===== src/hw/opco_defines.svh =====
`ifndef OPCO_DEFINES_SVH
`define OPCO_DEFINES_SVH

// Register indices; the byte address is four times the index.
`define OPCO_IDX_CLK_CTRL  16'hff06
`define OPCO_IDX_G0_FLOAT  16'hff30
`define OPCO_IDX_G0_DATA   16'hff31
`define OPCO_IDX_G1_FLOAT  16'hff32
`define OPCO_IDX_G1_DATA   16'hff33
`define OPCO_IDX_G2_FLOAT  16'hff34
`define OPCO_IDX_G2_DATA   16'hff35
`define OPCO_IDX_TMR_CTRL  16'hffc1

// Reset values.
`define OPCO_RST_DATA      4'hf
`define OPCO_RST_FLOAT     4'h0
`define OPCO_RST_CTRL      4'h0
`define OPCO_RST_RATE      2'h0
`define OPCO_RST_PIN_LVL   12'hfff
`define OPCO_RST_PIN_OE_N  12'h000

// Field positions.
`define OPCO_CC_ENABLE     3
`define OPCO_CC_RATE_HI    1
`define OPCO_CC_RATE_LO    0
`define OPCO_TC_TIMER_CHANNEL_SELECT      3
`define OPCO_TC_ENABLE     2
`define OPCO_TC_PS1        1
`define OPCO_TC_PS0        0
`define OPCO_FLOAT_BIT     0
`define OPCO_TMR_PIN       2
`define OPCO_OSC_PIN       3

// Oscillator clock rate codes.
`define OPCO_RATE_HIGH     2'h3
`define OPCO_RATE_LOW      2'h2
`define OPCO_RATE_DIV8     2'h1
`define OPCO_RATE_DIV64    2'h0

// Divider counter taps: bit k of a rising-edge counter divides by 2^(k+1).
`define OPCO_DIV_W         6
`define OPCO_DIV8_BIT      2
`define OPCO_DIV64_BIT     5

// Bus answers.
`define OPCO_RESP_OKAY     2'h0
`define OPCO_RESP_SLVERR   2'h2

`endif


===== src/hw/opco_pkg.sv =====
package opco_pkg;

    typedef enum logic [3:0] {
        OPCO_SEL_NONE     = 4'h0,
        OPCO_SEL_CLK_CTRL = 4'h1,
        OPCO_SEL_G0_FLOAT = 4'h2,
        OPCO_SEL_G0_DATA  = 4'h3,
        OPCO_SEL_G1_FLOAT = 4'h4,
        OPCO_SEL_G1_DATA  = 4'h5,
        OPCO_SEL_G2_FLOAT = 4'h6,
        OPCO_SEL_G2_DATA  = 4'h7,
        OPCO_SEL_TMR_CTRL = 4'h8
    } opco_sel_e;

    typedef struct packed {
        logic timer0;
        logic timer1;
        logic low_speed_osc_clock;
        logic high_speed_osc_clock;
    } opco_clk_in_s;

    typedef struct packed {
        logic [11:0] level;
        logic [11:0] oe_n;
    } opco_pins_s;

    typedef struct packed {
        logic div8;
        logic div64;
    } opco_div_s;

endpackage : opco_pkg


===== src/hw/opco_top.sv =====
// Implementation choice: the AXI4-Lite register port.
`timescale 1ns/1ps
`include "opco_defines.svh"

module opco_top
    import opco_pkg::*;
(
    // Clock, reset, enable
    input  wire logic        aclk,
    input  wire logic        aresetn,
    input  wire logic        ce,
    // AXI4-Lite write address
    input  wire logic [17:0] awaddr,
    input  wire logic        awvalid,
    output logic             awready,
    // AXI4-Lite write data
    input  wire logic [31:0] wdata,
    input  wire logic [3:0]  wstrb,
    input  wire logic        wvalid,
    output logic             wready,
    // AXI4-Lite write response
    output logic [1:0]       bresp,
    output logic             bvalid,
    input  wire logic        bready,
    // AXI4-Lite read address
    input  wire logic [17:0] araddr,
    input  wire logic        arvalid,
    output logic             arready,
    // AXI4-Lite read data
    output logic [31:0]      rdata,
    output logic [1:0]       rresp,
    output logic             rvalid,
    input  wire logic        rready,
    // Clocks from timers and oscillators
    input  opco_clk_in_s     clk_in,
    // Output terminals
    output opco_pins_s       pins,
    // Prescaler source clocks
    output logic             prescaler0_source_clock,
    output logic             prescaler1_source_clock
);

    ////////////////////////////////////////////////////////////////////////
    // Address decode, shared by the read and the write path.

    function automatic opco_sel_e reg_sel(input logic [17:0] addr);
        opco_sel_e s;
        s = OPCO_SEL_NONE;
        unique case (addr[17:2])
            `OPCO_IDX_CLK_CTRL: s = OPCO_SEL_CLK_CTRL;
            `OPCO_IDX_G0_FLOAT: s = OPCO_SEL_G0_FLOAT;
            `OPCO_IDX_G0_DATA:  s = OPCO_SEL_G0_DATA;
            `OPCO_IDX_G1_FLOAT: s = OPCO_SEL_G1_FLOAT;
            `OPCO_IDX_G1_DATA:  s = OPCO_SEL_G1_DATA;
            `OPCO_IDX_G2_FLOAT: s = OPCO_SEL_G2_FLOAT;
            `OPCO_IDX_G2_DATA:  s = OPCO_SEL_G2_DATA;
            `OPCO_IDX_TMR_CTRL: s = OPCO_SEL_TMR_CTRL;
            default:            s = OPCO_SEL_NONE;
        endcase
        return s;
    endfunction : reg_sel

    ////////////////////////////////////////////////////////////////////////
    // Register state.

    logic             osc_clock_out_enable_q;
    logic [1:0]       osc_clock_rate_q;
    logic [3:0]       g0_float_q;
    logic [3:0]       g0_data_q;
    logic             group1_float_bit_q;
    logic [3:0]       g1_data_q;
    logic             group2_float_bit_q;
    logic [3:0]       g2_data_q;
    logic [3:0]       tmr_ctrl_q;

    // Bus state.
    logic             awready_q;
    logic             wready_q;
    logic             bvalid_q;
    logic [1:0]       bresp_q;
    logic [17:0]      awaddr_q;
    logic [31:0]      wdata_q;
    logic [3:0]       wstrb_q;
    logic             arready_q;
    logic             rvalid_q;
    logic [1:0]       rresp_q;
    logic [31:0]      rdata_q;

    opco_sel_e        wsel;
    opco_sel_e        rsel;
    logic             do_write;
    logic             wr_en;
    logic [31:0]      rd_word;

    ////////////////////////////////////////////////////////////////////////
    // Write path: address and data are taken in either order, then the
    // write happens once both are held and the response goes out.

    assign wsel     = reg_sel(awaddr_q);
    assign do_write = !awready_q && !wready_q && !bvalid_q;
    // Only byte lane 0 holds register bits; other lanes are ignored.
    assign wr_en    = do_write && wstrb_q[0];

    always_ff @(posedge aclk) begin
        if (!aresetn) begin
            awready_q <= 1'b1;
            awaddr_q  <= '0;
        end else if (ce) begin
            if (awvalid && awready_q) begin
                awready_q <= 1'b0;
                awaddr_q  <= awaddr;
            end else if (bvalid_q && bready) begin
                awready_q <= 1'b1;
            end
        end
    end

    always_ff @(posedge aclk) begin
        if (!aresetn) begin
            wready_q <= 1'b1;
            wdata_q  <= '0;
            wstrb_q  <= '0;
        end else if (ce) begin
            if (wvalid && wready_q) begin
                wready_q <= 1'b0;
                wdata_q  <= wdata;
                wstrb_q  <= wstrb;
            end else if (bvalid_q && bready) begin
                wready_q <= 1'b1;
            end
        end
    end

    always_ff @(posedge aclk) begin
        if (!aresetn) begin
            bvalid_q <= 1'b0;
            bresp_q  <= `OPCO_RESP_OKAY;
        end else if (ce) begin
            if (do_write) begin
                bvalid_q <= 1'b1;
                bresp_q  <= (wsel == OPCO_SEL_NONE) ? `OPCO_RESP_SLVERR
                                                    : `OPCO_RESP_OKAY;
            end else if (bvalid_q && bready) begin
                bvalid_q <= 1'b0;
            end
        end
    end

    // Only defined fields are stored, so unused positions drop writes.
    always_ff @(posedge aclk) begin
        if (!aresetn) begin
            osc_clock_out_enable_q <= 1'b0;
            osc_clock_rate_q       <= `OPCO_RST_RATE;
            g0_float_q             <= `OPCO_RST_FLOAT;
            g0_data_q              <= `OPCO_RST_DATA;
            group1_float_bit_q     <= 1'b0;
            g1_data_q              <= `OPCO_RST_DATA;
            group2_float_bit_q     <= 1'b0;
            g2_data_q              <= `OPCO_RST_DATA;
            tmr_ctrl_q             <= `OPCO_RST_CTRL;
        end else if (ce && wr_en) begin
            unique case (wsel)
                OPCO_SEL_CLK_CTRL: begin
                    osc_clock_out_enable_q <= wdata_q[`OPCO_CC_ENABLE];
                    osc_clock_rate_q       <=
                        wdata_q[`OPCO_CC_RATE_HI:`OPCO_CC_RATE_LO];
                end
                OPCO_SEL_G0_FLOAT: g0_float_q <= wdata_q[3:0];
                OPCO_SEL_G0_DATA:  g0_data_q  <= wdata_q[3:0];
                OPCO_SEL_G1_FLOAT: begin
                    group1_float_bit_q <= wdata_q[`OPCO_FLOAT_BIT];
                end
                OPCO_SEL_G1_DATA:  g1_data_q  <= wdata_q[3:0];
                OPCO_SEL_G2_FLOAT: begin
                    group2_float_bit_q <= wdata_q[`OPCO_FLOAT_BIT];
                end
                OPCO_SEL_G2_DATA:  g2_data_q  <= wdata_q[3:0];
                OPCO_SEL_TMR_CTRL: tmr_ctrl_q <= wdata_q[3:0];
                OPCO_SEL_NONE:     ;
            endcase
        end
    end

    ////////////////////////////////////////////////////////////////////////
    // Read path: one read at a time, data one cycle after the address.

    assign rsel = reg_sel(araddr);

    always_comb begin
        rd_word = '0;
        unique case (rsel)
            OPCO_SEL_CLK_CTRL: begin
                rd_word[`OPCO_CC_ENABLE] = osc_clock_out_enable_q;
                rd_word[`OPCO_CC_RATE_HI:`OPCO_CC_RATE_LO] =
                    osc_clock_rate_q;
            end
            OPCO_SEL_G0_FLOAT: rd_word[3:0] = g0_float_q;
            OPCO_SEL_G0_DATA:  rd_word[3:0] = g0_data_q;
            OPCO_SEL_G1_FLOAT: begin
                rd_word[`OPCO_FLOAT_BIT] = group1_float_bit_q;
            end
            OPCO_SEL_G1_DATA:  rd_word[3:0] = g1_data_q;
            OPCO_SEL_G2_FLOAT: begin
                rd_word[`OPCO_FLOAT_BIT] = group2_float_bit_q;
            end
            OPCO_SEL_G2_DATA:  rd_word[3:0] = g2_data_q;
            OPCO_SEL_TMR_CTRL: rd_word[3:0] = tmr_ctrl_q;
            OPCO_SEL_NONE:     rd_word = '0;
        endcase
    end

    always_ff @(posedge aclk) begin
        if (!aresetn) begin
            arready_q <= 1'b1;
            rvalid_q  <= 1'b0;
            rresp_q   <= `OPCO_RESP_OKAY;
            rdata_q   <= '0;
        end else if (ce) begin
            if (arvalid && arready_q) begin
                arready_q <= 1'b0;
                rvalid_q  <= 1'b1;
                rdata_q   <= rd_word;
                rresp_q   <= (rsel == OPCO_SEL_NONE) ? `OPCO_RESP_SLVERR
                                                     : `OPCO_RESP_OKAY;
            end else if (rvalid_q && rready) begin
                arready_q <= 1'b1;
                rvalid_q  <= 1'b0;
            end
        end
    end

    ////////////////////////////////////////////////////////////////////////
    // Clock inputs arrive from other domains and are synchronised first.
    // Sampling at the system rate limits the usable input frequency to
    // well below half of it; the output edges carry a cycle of jitter.

    opco_clk_in_s clk_s;
    opco_div_s    div;
    logic         tmr_clk;
    logic         osc_clk;

    opco_sync #(.W(4)) u_sync (
        .aclk    (aclk),
        .aresetn (aresetn),
        .ce      (ce),
        .d       (clk_in),
        .q       (clk_s)
    );

    opco_clk_div u_div (
        .aclk    (aclk),
        .aresetn (aresetn),
        .ce      (ce),
        .clk_in  (clk_s.low_speed_osc_clock),
        .div     (div)
    );

    assign tmr_clk = tmr_ctrl_q[`OPCO_TC_TIMER_CHANNEL_SELECT] ? clk_s.timer1
                                                : clk_s.timer0;

    always_comb begin
        osc_clk = div.div64;
        unique case (osc_clock_rate_q)
            `OPCO_RATE_HIGH:  osc_clk = clk_s.high_speed_osc_clock;
            `OPCO_RATE_LOW:   osc_clk = clk_s.low_speed_osc_clock;
            `OPCO_RATE_DIV8:  osc_clk = div.div8;
            `OPCO_RATE_DIV64: osc_clk = div.div64;
        endcase
    end

    logic ps0_q;
    logic ps1_q;

    always_ff @(posedge aclk) begin
        if (!aresetn) begin
            ps0_q <= 1'b0;
            ps1_q <= 1'b0;
        end else if (ce) begin
            ps0_q <= tmr_ctrl_q[`OPCO_TC_PS0] ? clk_s.high_speed_osc_clock
                                              : clk_s.low_speed_osc_clock;
            ps1_q <= tmr_ctrl_q[`OPCO_TC_PS1] ? clk_s.high_speed_osc_clock
                                              : clk_s.low_speed_osc_clock;
        end
    end

    ////////////////////////////////////////////////////////////////////////
    // Terminal logic.

    logic [11:0] float_v;
    logic [11:0] level_v;
    opco_pins_s  pins_q;

    assign float_v = {{4{group2_float_bit_q}}, {4{group1_float_bit_q}},
                      g0_float_q};

    // The enable switches the clock in without resynchronising it, so
    // turning a clock on or off can leave a short pulse on the pin.
    always_comb begin
        level_v = {g2_data_q, g1_data_q, g0_data_q};
        if (tmr_ctrl_q[`OPCO_TC_ENABLE]) begin
            level_v[`OPCO_TMR_PIN] =
                g0_data_q[`OPCO_TMR_PIN] & tmr_clk;
        end
        if (osc_clock_out_enable_q) begin
            level_v[`OPCO_OSC_PIN] =
                g0_data_q[`OPCO_OSC_PIN] & osc_clk;
        end
    end

    always_ff @(posedge aclk) begin
        if (!aresetn) begin
            pins_q.level <= `OPCO_RST_PIN_LVL;
            pins_q.oe_n  <= `OPCO_RST_PIN_OE_N;
        end else if (ce) begin
            pins_q.level <= level_v;
            pins_q.oe_n  <= float_v;
        end
    end

    ////////////////////////////////////////////////////////////////////////
    // Outputs.

    assign awready                 = awready_q;
    assign wready                  = wready_q;
    assign bvalid                  = bvalid_q;
    assign bresp                   = bresp_q;
    assign arready                 = arready_q;
    assign rvalid                  = rvalid_q;
    assign rresp                   = rresp_q;
    assign rdata                   = rdata_q;
    assign pins                    = pins_q;
    assign prescaler0_source_clock = ps0_q;
    assign prescaler1_source_clock = ps1_q;
endmodule : opco_top


===== src/hw/opco_sync.sv =====
`timescale 1ns/1ps

module opco_sync #(
    parameter int W = 4
) (
    // Clock and reset
    input  wire logic         aclk,
    input  wire logic         aresetn,
    input  wire logic         ce,
    // Data
    input  wire logic [W-1:0] d,
    output logic      [W-1:0] q
);

    logic [W-1:0] ff1_q;
    logic [W-1:0] ff2_q;

    always_ff @(posedge aclk) begin
        if (!aresetn) begin
            ff1_q <= '0;
            ff2_q <= '0;
        end else if (ce) begin
            ff1_q <= d;
            ff2_q <= ff1_q;
        end
    end

    assign q = ff2_q;

endmodule : opco_sync


===== src/hw/opco_clk_div.sv =====
`timescale 1ns/1ps
`include "opco_defines.svh"

module opco_clk_div
    import opco_pkg::*;
(
    // Clock and reset
    input  wire logic aclk,
    input  wire logic aresetn,
    input  wire logic ce,
    // Synchronised low-speed clock level
    input  wire logic clk_in,
    // Divided clocks
    output opco_div_s div
);

    logic                   prev_q;
    logic [`OPCO_DIV_W-1:0] cnt_q;
    opco_div_s              div_q;

    // The counter steps on each rising edge seen in the system domain.
    always_ff @(posedge aclk) begin
        if (!aresetn) begin
            prev_q <= 1'b0;
            cnt_q  <= '0;
        end else if (ce) begin
            prev_q <= clk_in;
            if (clk_in && !prev_q) begin
                cnt_q <= cnt_q + 1'b1;
            end
        end
    end

    always_ff @(posedge aclk) begin
        if (!aresetn) begin
            div_q <= '0;
        end else if (ce) begin
            div_q.div8  <= cnt_q[`OPCO_DIV8_BIT];
            div_q.div64 <= cnt_q[`OPCO_DIV64_BIT];
        end
    end

    assign div = div_q;

endmodule : opco_clk_div


===== config.mk =====
export PLATFORM = sky130hd
export DESIGN_NAME = opco_top
export DESIGN_NICKNAME = d
export VERILOG_FILES = /design/src/hw/opco_pkg.sv /design/src/hw/opco_top.sv /design/src/hw/opco_sync.sv /design/src/hw/opco_clk_div.sv
export VERILOG_INCLUDE_DIRS = /design/src /design/src/hw
export SDC_FILE = /design/constraint.sdc
export NUM_CORES = 1
export LEC_CHECK = 0
export ABC_AREA = 0
export BUFFER_PORTS_ARGS = -buffer_cell sky130_fd_sc_hd__buf_2
export CAP_MARGIN = 20
export CORE_ASPECT_RATIO = 0.9
export CORE_MARGIN = 5
export CORE_UTILIZATION = 35
export DETAILED_ROUTE_END_ITERATION = 8
export PLACE_DENSITY_LB_ADDON = 0.1
export SYNTH_ARGS = -nofsm -noshare
export SYNTH_HDL_FRONTEND = slang
export SYNTH_SLANG_ARGS = --single-unit

===== constraint.sdc =====
create_clock -name aclk -period 3.5 [get_ports aclk]
set_input_delay 0.35 -clock aclk [delete_from_list [all_inputs] [get_ports aclk]]
set_output_delay 0.35 -clock aclk [all_outputs]
set_load 0.005 [all_outputs]

==> results of run 1 <==
==> sequential cells by signal, summed over array words and instances (netlist names), 2 cells and up <==
signal            flops
g2_data_q             4
rdata                 4
pins                 18
g1_data_q             4
u_sync.q              4
u_sync.ff1_q          4
wdata_q               4
awaddr_q             16
g0_float_q            4
u_div.cnt_q           6
osc_clock_rate_q      2
tmr_ctrl_q            4
g0_data_q             4
u_div.div             2
==> metal layers <==
metal | vias to the layer above | GRT usage
li1 | 1753 | -
met1 | 1573 | 0.200
met2 | 108 | 0.218
met3 | 7 | 0.0485
met4 | 0 | 0.0307
met5 | - | 0
==> cells in the final DEF (no fill, tap or decap), types with 5 or more instances in the layout <==
| cell type | synthesis | routed |
|---|---|---|
| a22o_1 | 7 | 7 |
| and3_1 | 6 | 6 |
| conb_1 | 1 | 30 |
| dfxtp_1 | 94 | 94 |
| nor2_1 | 47 | 47 |
| nor4_1 | 5 | 5 |
| nand3_1 | 14 | 14 |
| mux2i_1 | 48 | 48 |
| a21oi_1 | 27 | 27 |
| nand2_1 | 76 | 76 |
| o21ai_1 | 9 | 9 |
| clkbuf_16 | 0 | 9 |
| nand2b_1 | 5 | 5 |
| nand4_1 | 6 | 6 |
| o21ai_0 | 12 | 12 |
| buf_2 | 2 | 85 |
| o211ai_1 | 14 | 14 |
==> cell families (layout without fill, tap and decap cells) <==
group	after synthesis	count (layout)	share of synthesized area
simple gates	182	182	0.200
flops	94	94	0.443
compound gates	85	85	0.130
buf+inv	66	107	0.0942
mux	49	49	0.118
xor+xnor	5	5	0.0103
fa+ha+maj	1	1	0.00294
other cells	1	30	0.000883
==> cell type report <==
| type | count | area [um^2] | share of cell area |
|---|---|---|---|
| clock inverters | 4 | 22.5 | 0.00460 |
| multi-input cells | 352 | 2080 | 0.424 |
| well taps | 160 | 200 | 0.0409 |
| clock buffers | 12 | 246 | 0.0503 |
| flip-flops and latches | 94 | 1880 | 0.384 |
| repair buffers | 88 | 460 | 0.0940 |
| inverters | 3 | 11.3 | 0.00230 |
==> power breakdown <==
part / leakage (nW) / total (mW) / internal, mW / switching [mW]
Sequential: 0.764 / 1.12 / 1.09 / 0.0237
Combinational: 1.14 / 0.167 / 0.0683 / 0.0988
Clock: 0.132 / 0.896 / 0.498 / 0.398
==> worst max-delay path, cell delays in order (launching register included) <==
cell      delay, ps
dfxtp_1         340
nor4b_2         530
nand3_1         260
or4b_1          890
o21ai_0         290
o211ai_1        120
==> final timing paths <==
path,end,cells past startpoint
setup / recovery,g1_data_q[1],5
setup reg to reg,g1_data_q[1],5
hold / removal,awaddr_q[10],3
hold reg to reg,awaddr_q[13],2
==> metrics.md, run 1 <==
| Metric | Value |
|---|---|
| Status | `finished clean` |
| Met3 wire length | `675 um` |
| Kind of start point of the critical path | `flip-flop` |
| Area contributors post-synth | `dfxtp_1 44%, mux2i_1 11%, nand2_1 6.7%` |
| Gate Count Post-Synth | `483` |
| # port buffers | `85` |
| Synthesized area | `4250 um^2` |
| WP data arrival | `2770 ps` |
| Starting Density | `0.355` |
| Synth area leader | `dfxtp_1` |
| Layout Cells excl Fill | `713` |
| Filler cells | `1,243` |
| Unrepaired setup endpoints after global routing | `no` |
| Antenna-violating nets left | `0` |
| Final Hold Viols | `0` |
| Most frequent cells after synthesis | `94 x dfxtp_1, 76 x nand2_1, 48 x mux2i_1` |
| Dpl ws | `920 ps` |
| Vias in the first global route | `3,299` |
| Reg clk slew, reported paths | `60 ps` |
| Number of synthesized flops with an enable pin | `0` |
| Worst ir drop on vdd | `0.205 mV` |
| Insertion delay to the later sink of the worst-skew pair | `340 ps` |
| Syn_area_per_cell | `8.80 um^2` |
| Fin util | `0.409` |
| Drt via density | `4.83` |
| Synth Flop Type | `dfxtp_1` |
| HP Class | `input port to flip-flop` |
| Final Net Count | `633` |
| I/O pin count | `151` |
| Wire length per cell | `14.5 um` |
| Hold WS | `245 ps` |
| Min Tclk post-route | `2580 ps` |
| Final Cycle Share | `0.737` |
| Post_cts resized | `0` |
| CP Max Fanout | `24` |
| Total Routed Length | `10.3 mm` |
| Clock Path Buffers | `2` |
| Metal-1 WL | `5.20 mm` |
| Core area | `12,000 um^2` |
| Worst setup margin | `919 ps` |
| Largest net degree at the start of global routing | `64` |
| Gr usage total | `0.144` |
| Full die area | `14,400 um^2` |
| Warnings, synthesis | `0` |
| Reg2reg start | `bvalid` |
| Finish-stage setup viols | `0` |
| Via Count | `3,441` |
| Top sig layer | `met4` |
| Placed Instance Area | `4610 um^2` |
| Reg2reg setup slack | `920 ps` |
| Max-cap violations | `0` |
| Skew final | `5.98 ps` |
| CTS sink cnt | `94` |
| Pwr Density | `445 nW/um^2` |
| F_max | `0.387 GHz` |
| CTS tree | `built` |
| Register area share after synthesis | `0.443` |
| FP Rows | `38` |
| Clk root buf | `clkbuf_16` |
| Top-count cell post-synth | `dfxtp_1` |
| Total CTS buffers | `9` |
| DP Cell Count | `696` |
| Area growth syn-to-layout | `15.3%` |
| Data required, critical path | `3690 ps` |
| P_leak | `2.03 nW` |
| First-pass GRT wire length | `16.8 mm` |
| Die Span X | `126 um` |
| Post-synth top area share | `0.443` |
| Layout cells sized above 1 | `0.201` |
| Met2 WL | `4.38 mm` |
| TNS Setup | `0 ps` |
| Critical path type | `flip-flop to flip-flop` |
| HPWL after DPL | `7.48 mm` |
| Yosys cell types | `50` |
| DIE HEIGHT | `115 um` |
| Max_slew headroom | `0.454` |
| Ant. Diodes | `0` |
| Async set-reset flop share out of synthesis | `0` |
| PnR Total Power | `2.18 mW` |
| DRT Pass-1 Iters | `5` |
| RePlAce Congestion | `0.808` |
| DRC viols | `0` |
| Hold_sp | `awaddr[10]` |
| Post-synthesis register bit count | `94` |
| Slew @ Worst Pin | `808 ps` |
| # hold bufs at CTS | `0` |
| Detailed Route Iter0 Violations | `143` |
| Initial antenna violation count | `0` |
| H-tree depth | `3` |
| Max-slew violation count | `0` |
| Crit path from | `bvalid` |
| Grt total ovfl | `0` |
| Final Cell Area | `4900 um^2` |
| Critical path capture point type | `flip-flop` |
| Post-CTS Setup Bufs | `0` |
No activity file was read; power rests on OpenSTA's default activity.
==> run 2: changes to the inputs <==
- clock period: 3.5 -> 2.1 ns (I/O delays scaled with it)
==> metrics.md, run 2 (synthesis gave the netlist of run 1 again) <==
| Metric | Value |
|---|---|
| Pwr Density | `792 nW/um^2` |
| Seq pwr share | `0.455` |
| Final Cycle Share | `0.991` |
| Kind of start point of the critical path | `flip-flop` |
| CP bufs+invs | `1` |
| Final Hold Viols | `0` |
| Clk root buf | `clkbuf_16` |
| Switching power | `906 uW` |
| Worst hold path depth | `3` |
| Vias in the first global route | `3,393` |
| Finish-stage setup viols | `0` |
| Max_slew headroom | `0.625` |
| CP top delay family | `simple AND/OR/NAND/NOR gates` |
| Clock Path Buffers | `2` |
| F_max | `0.481 GHz` |
| Max-cap violations | `0` |
| Gr usage total | `0.150` |
| Area growth syn-to-layout | `21.5%` |
| Slew @ Worst Pin | `559 ps` |
| Levels on crit path | `6` |
| P_leak | `2.19 nW` |
| Ant. Diodes | `0` |
| Reg2reg start | `awaddr_q[8]` |
| DRT Pass-1 Iters | `4` |
| Unrepaired setup endpoints after global routing | `yes` |
| I/O pin count | `151` |
| Max stage delay on crit path | `510 ps` |
| Final Net Count | `653` |
| Worst setup margin | `19.1 ps` |
| Min Tclk post-route | `2080 ps` |
| H-tree depth | `3` |
| Detailed Route Iter0 Violations | `139` |
| RePlAce Congestion | `0.872` |
| WP data arrival | `2290 ps` |
| Full die area | `14,400 um^2` |
| R2R depth | `6` |
| Commonest non-fill, non-tap cell in the layout | `dfxtp_1` |
| Clock power frac | `0.472` |
| Insertion delay to the later sink of the worst-skew pair | `340 ps` |
| Starting Density | `0.355` |
| # port buffers | `85` |
| Drt via density | `4.73` |
| FP Rows | `38` |
| DRC viols | `0` |
| Max reg flops | `18` |
| Total Routed Length | `10.6 mm` |
| DIE HEIGHT | `115 um` |
| Crit path from | `awaddr_q[8]` |
| HP Class | `input port to flip-flop` |
| Grt total ovfl | `0` |
| Hold_sp | `awaddr[12]` |
| Largest net degree at the start of global routing | `52` |
| CTS tree | `built` |
| CTS sink cnt | `94` |
| Core area | `12,000 um^2` |
| Critical path type | `flip-flop to flip-flop` |
| Power share of the combinational group | `0.073` |
| CP Max Fanout | `24` |
| # hold bufs at CTS | `0` |
| Layout cells sized above 1 | `0.243` |
| Initial antenna violation count | `0` |
| Wire length per cell | `14.5 um` |
| PnR Total Power | `4.09 mW` |
| HPWL after DPL | `7.93 mm` |
| Data required, critical path | `2310 ps` |
| Total CTS buffers | `9` |
| Die Span X | `126 um` |
| Sw Ratio | `0.222` |
| Slowest CP cell | `or4b_4` |
| Critical path capture point type | `flip-flop` |
| Skew final | `3.21 ps` |
| Worst ir drop on vdd | `0.642 mV` |
| Critical path cell sequence | `or2_0 > or4_1 > or4b_4 > buf_12 > o21ai_0 > o211ai_1` |
| Max-slew violation count | `0` |
| Most frequent cells in the layout | `90 x dfxtp_1, 85 x buf_2, 76 x nand2_1` |
| Reg clk slew, reported paths | `60 ps` |
| Internal power | `3.18 mW` |
| Antenna-violating nets left | `0` |
| TNS Setup | `0 ps` |
| First-pass GRT wire length | `17.6 mm` |
| Status | `finished clean` |
| Via Count | `3,470` |
| Dpl ws | `-8.18 ps` |
| Post-CTS Setup Bufs | `0` |
run 2: final cells by class:
cell class | count | area, um^2
multi-input combinational | 352 | 2080
timing repair buffer | 108 | 623
fill | 1222 | 6820
inverter | 3 | 11.3
clock buffer | 11 | 253
tap | 160 | 200
sequential | 94 | 1890
clock inverter | 5 | 104
run 2: path summary, 6_finish.rpt:
path | endpoint | slack (ps)
worst max-delay path | g1_data_q[1] | 20
worst min-delay path | awaddr_q[12] | 100
worst max register to register | g1_data_q[1] | 20
worst min register to register | rresp[1] | 460
run 2: per-stage QoR:
step | cell area, um^2 | utilization | hold WS [ps] | cells
after floorplan | 4360 | - | 346 | 512
after global placement | 4780 | 0.399 | 438 | 717
after detailed placement | 4780 | 0.399 | 447 | 717
after CTS | 5140 | 0.429 | 87.2 | 733
after global routing | 5160 | 0.431 | 102 | 733
final | 5160 | 0.431 | 97.2 | 733
run 2: power by group through the flow:
stage	clock [mW]	combinational (mW)	sequential [mW]
after floorplan	0	0.219	1.89
after global placement	0	0.296	1.90
after detailed placement	0	0.301	1.90
after CTS	1.99	0.301	1.86
after global routing	2.05	0.338	1.86
final	1.93	0.300	1.86
run 2: per-layer routing:
metal / vias up / track usage / share of wire
met5: - / 0 / 0
met4: 0 / 0.0450 / 0.013
met3: 12 / 0.0406 / 0.054
met2: 90 / 0.226 / 0.43
met1: 1572 / 0.211 / 0.51
li1: 1796 / - / -
run 2: timing repair:
item | 4_1_cts | 5_1_grt
gates resized for setup | 1 | 11
pin swaps | 0 | 1
endpoints found under the setup margin | 3 | 12
run 2: worst register-to-register path, stage by stage (launching register included):
cell	delay, ps
dfxtp_1	310
or2_0	230
or4_1	470
or4b_4	510
buf_12	170
o21ai_0	160
o211ai_1	100
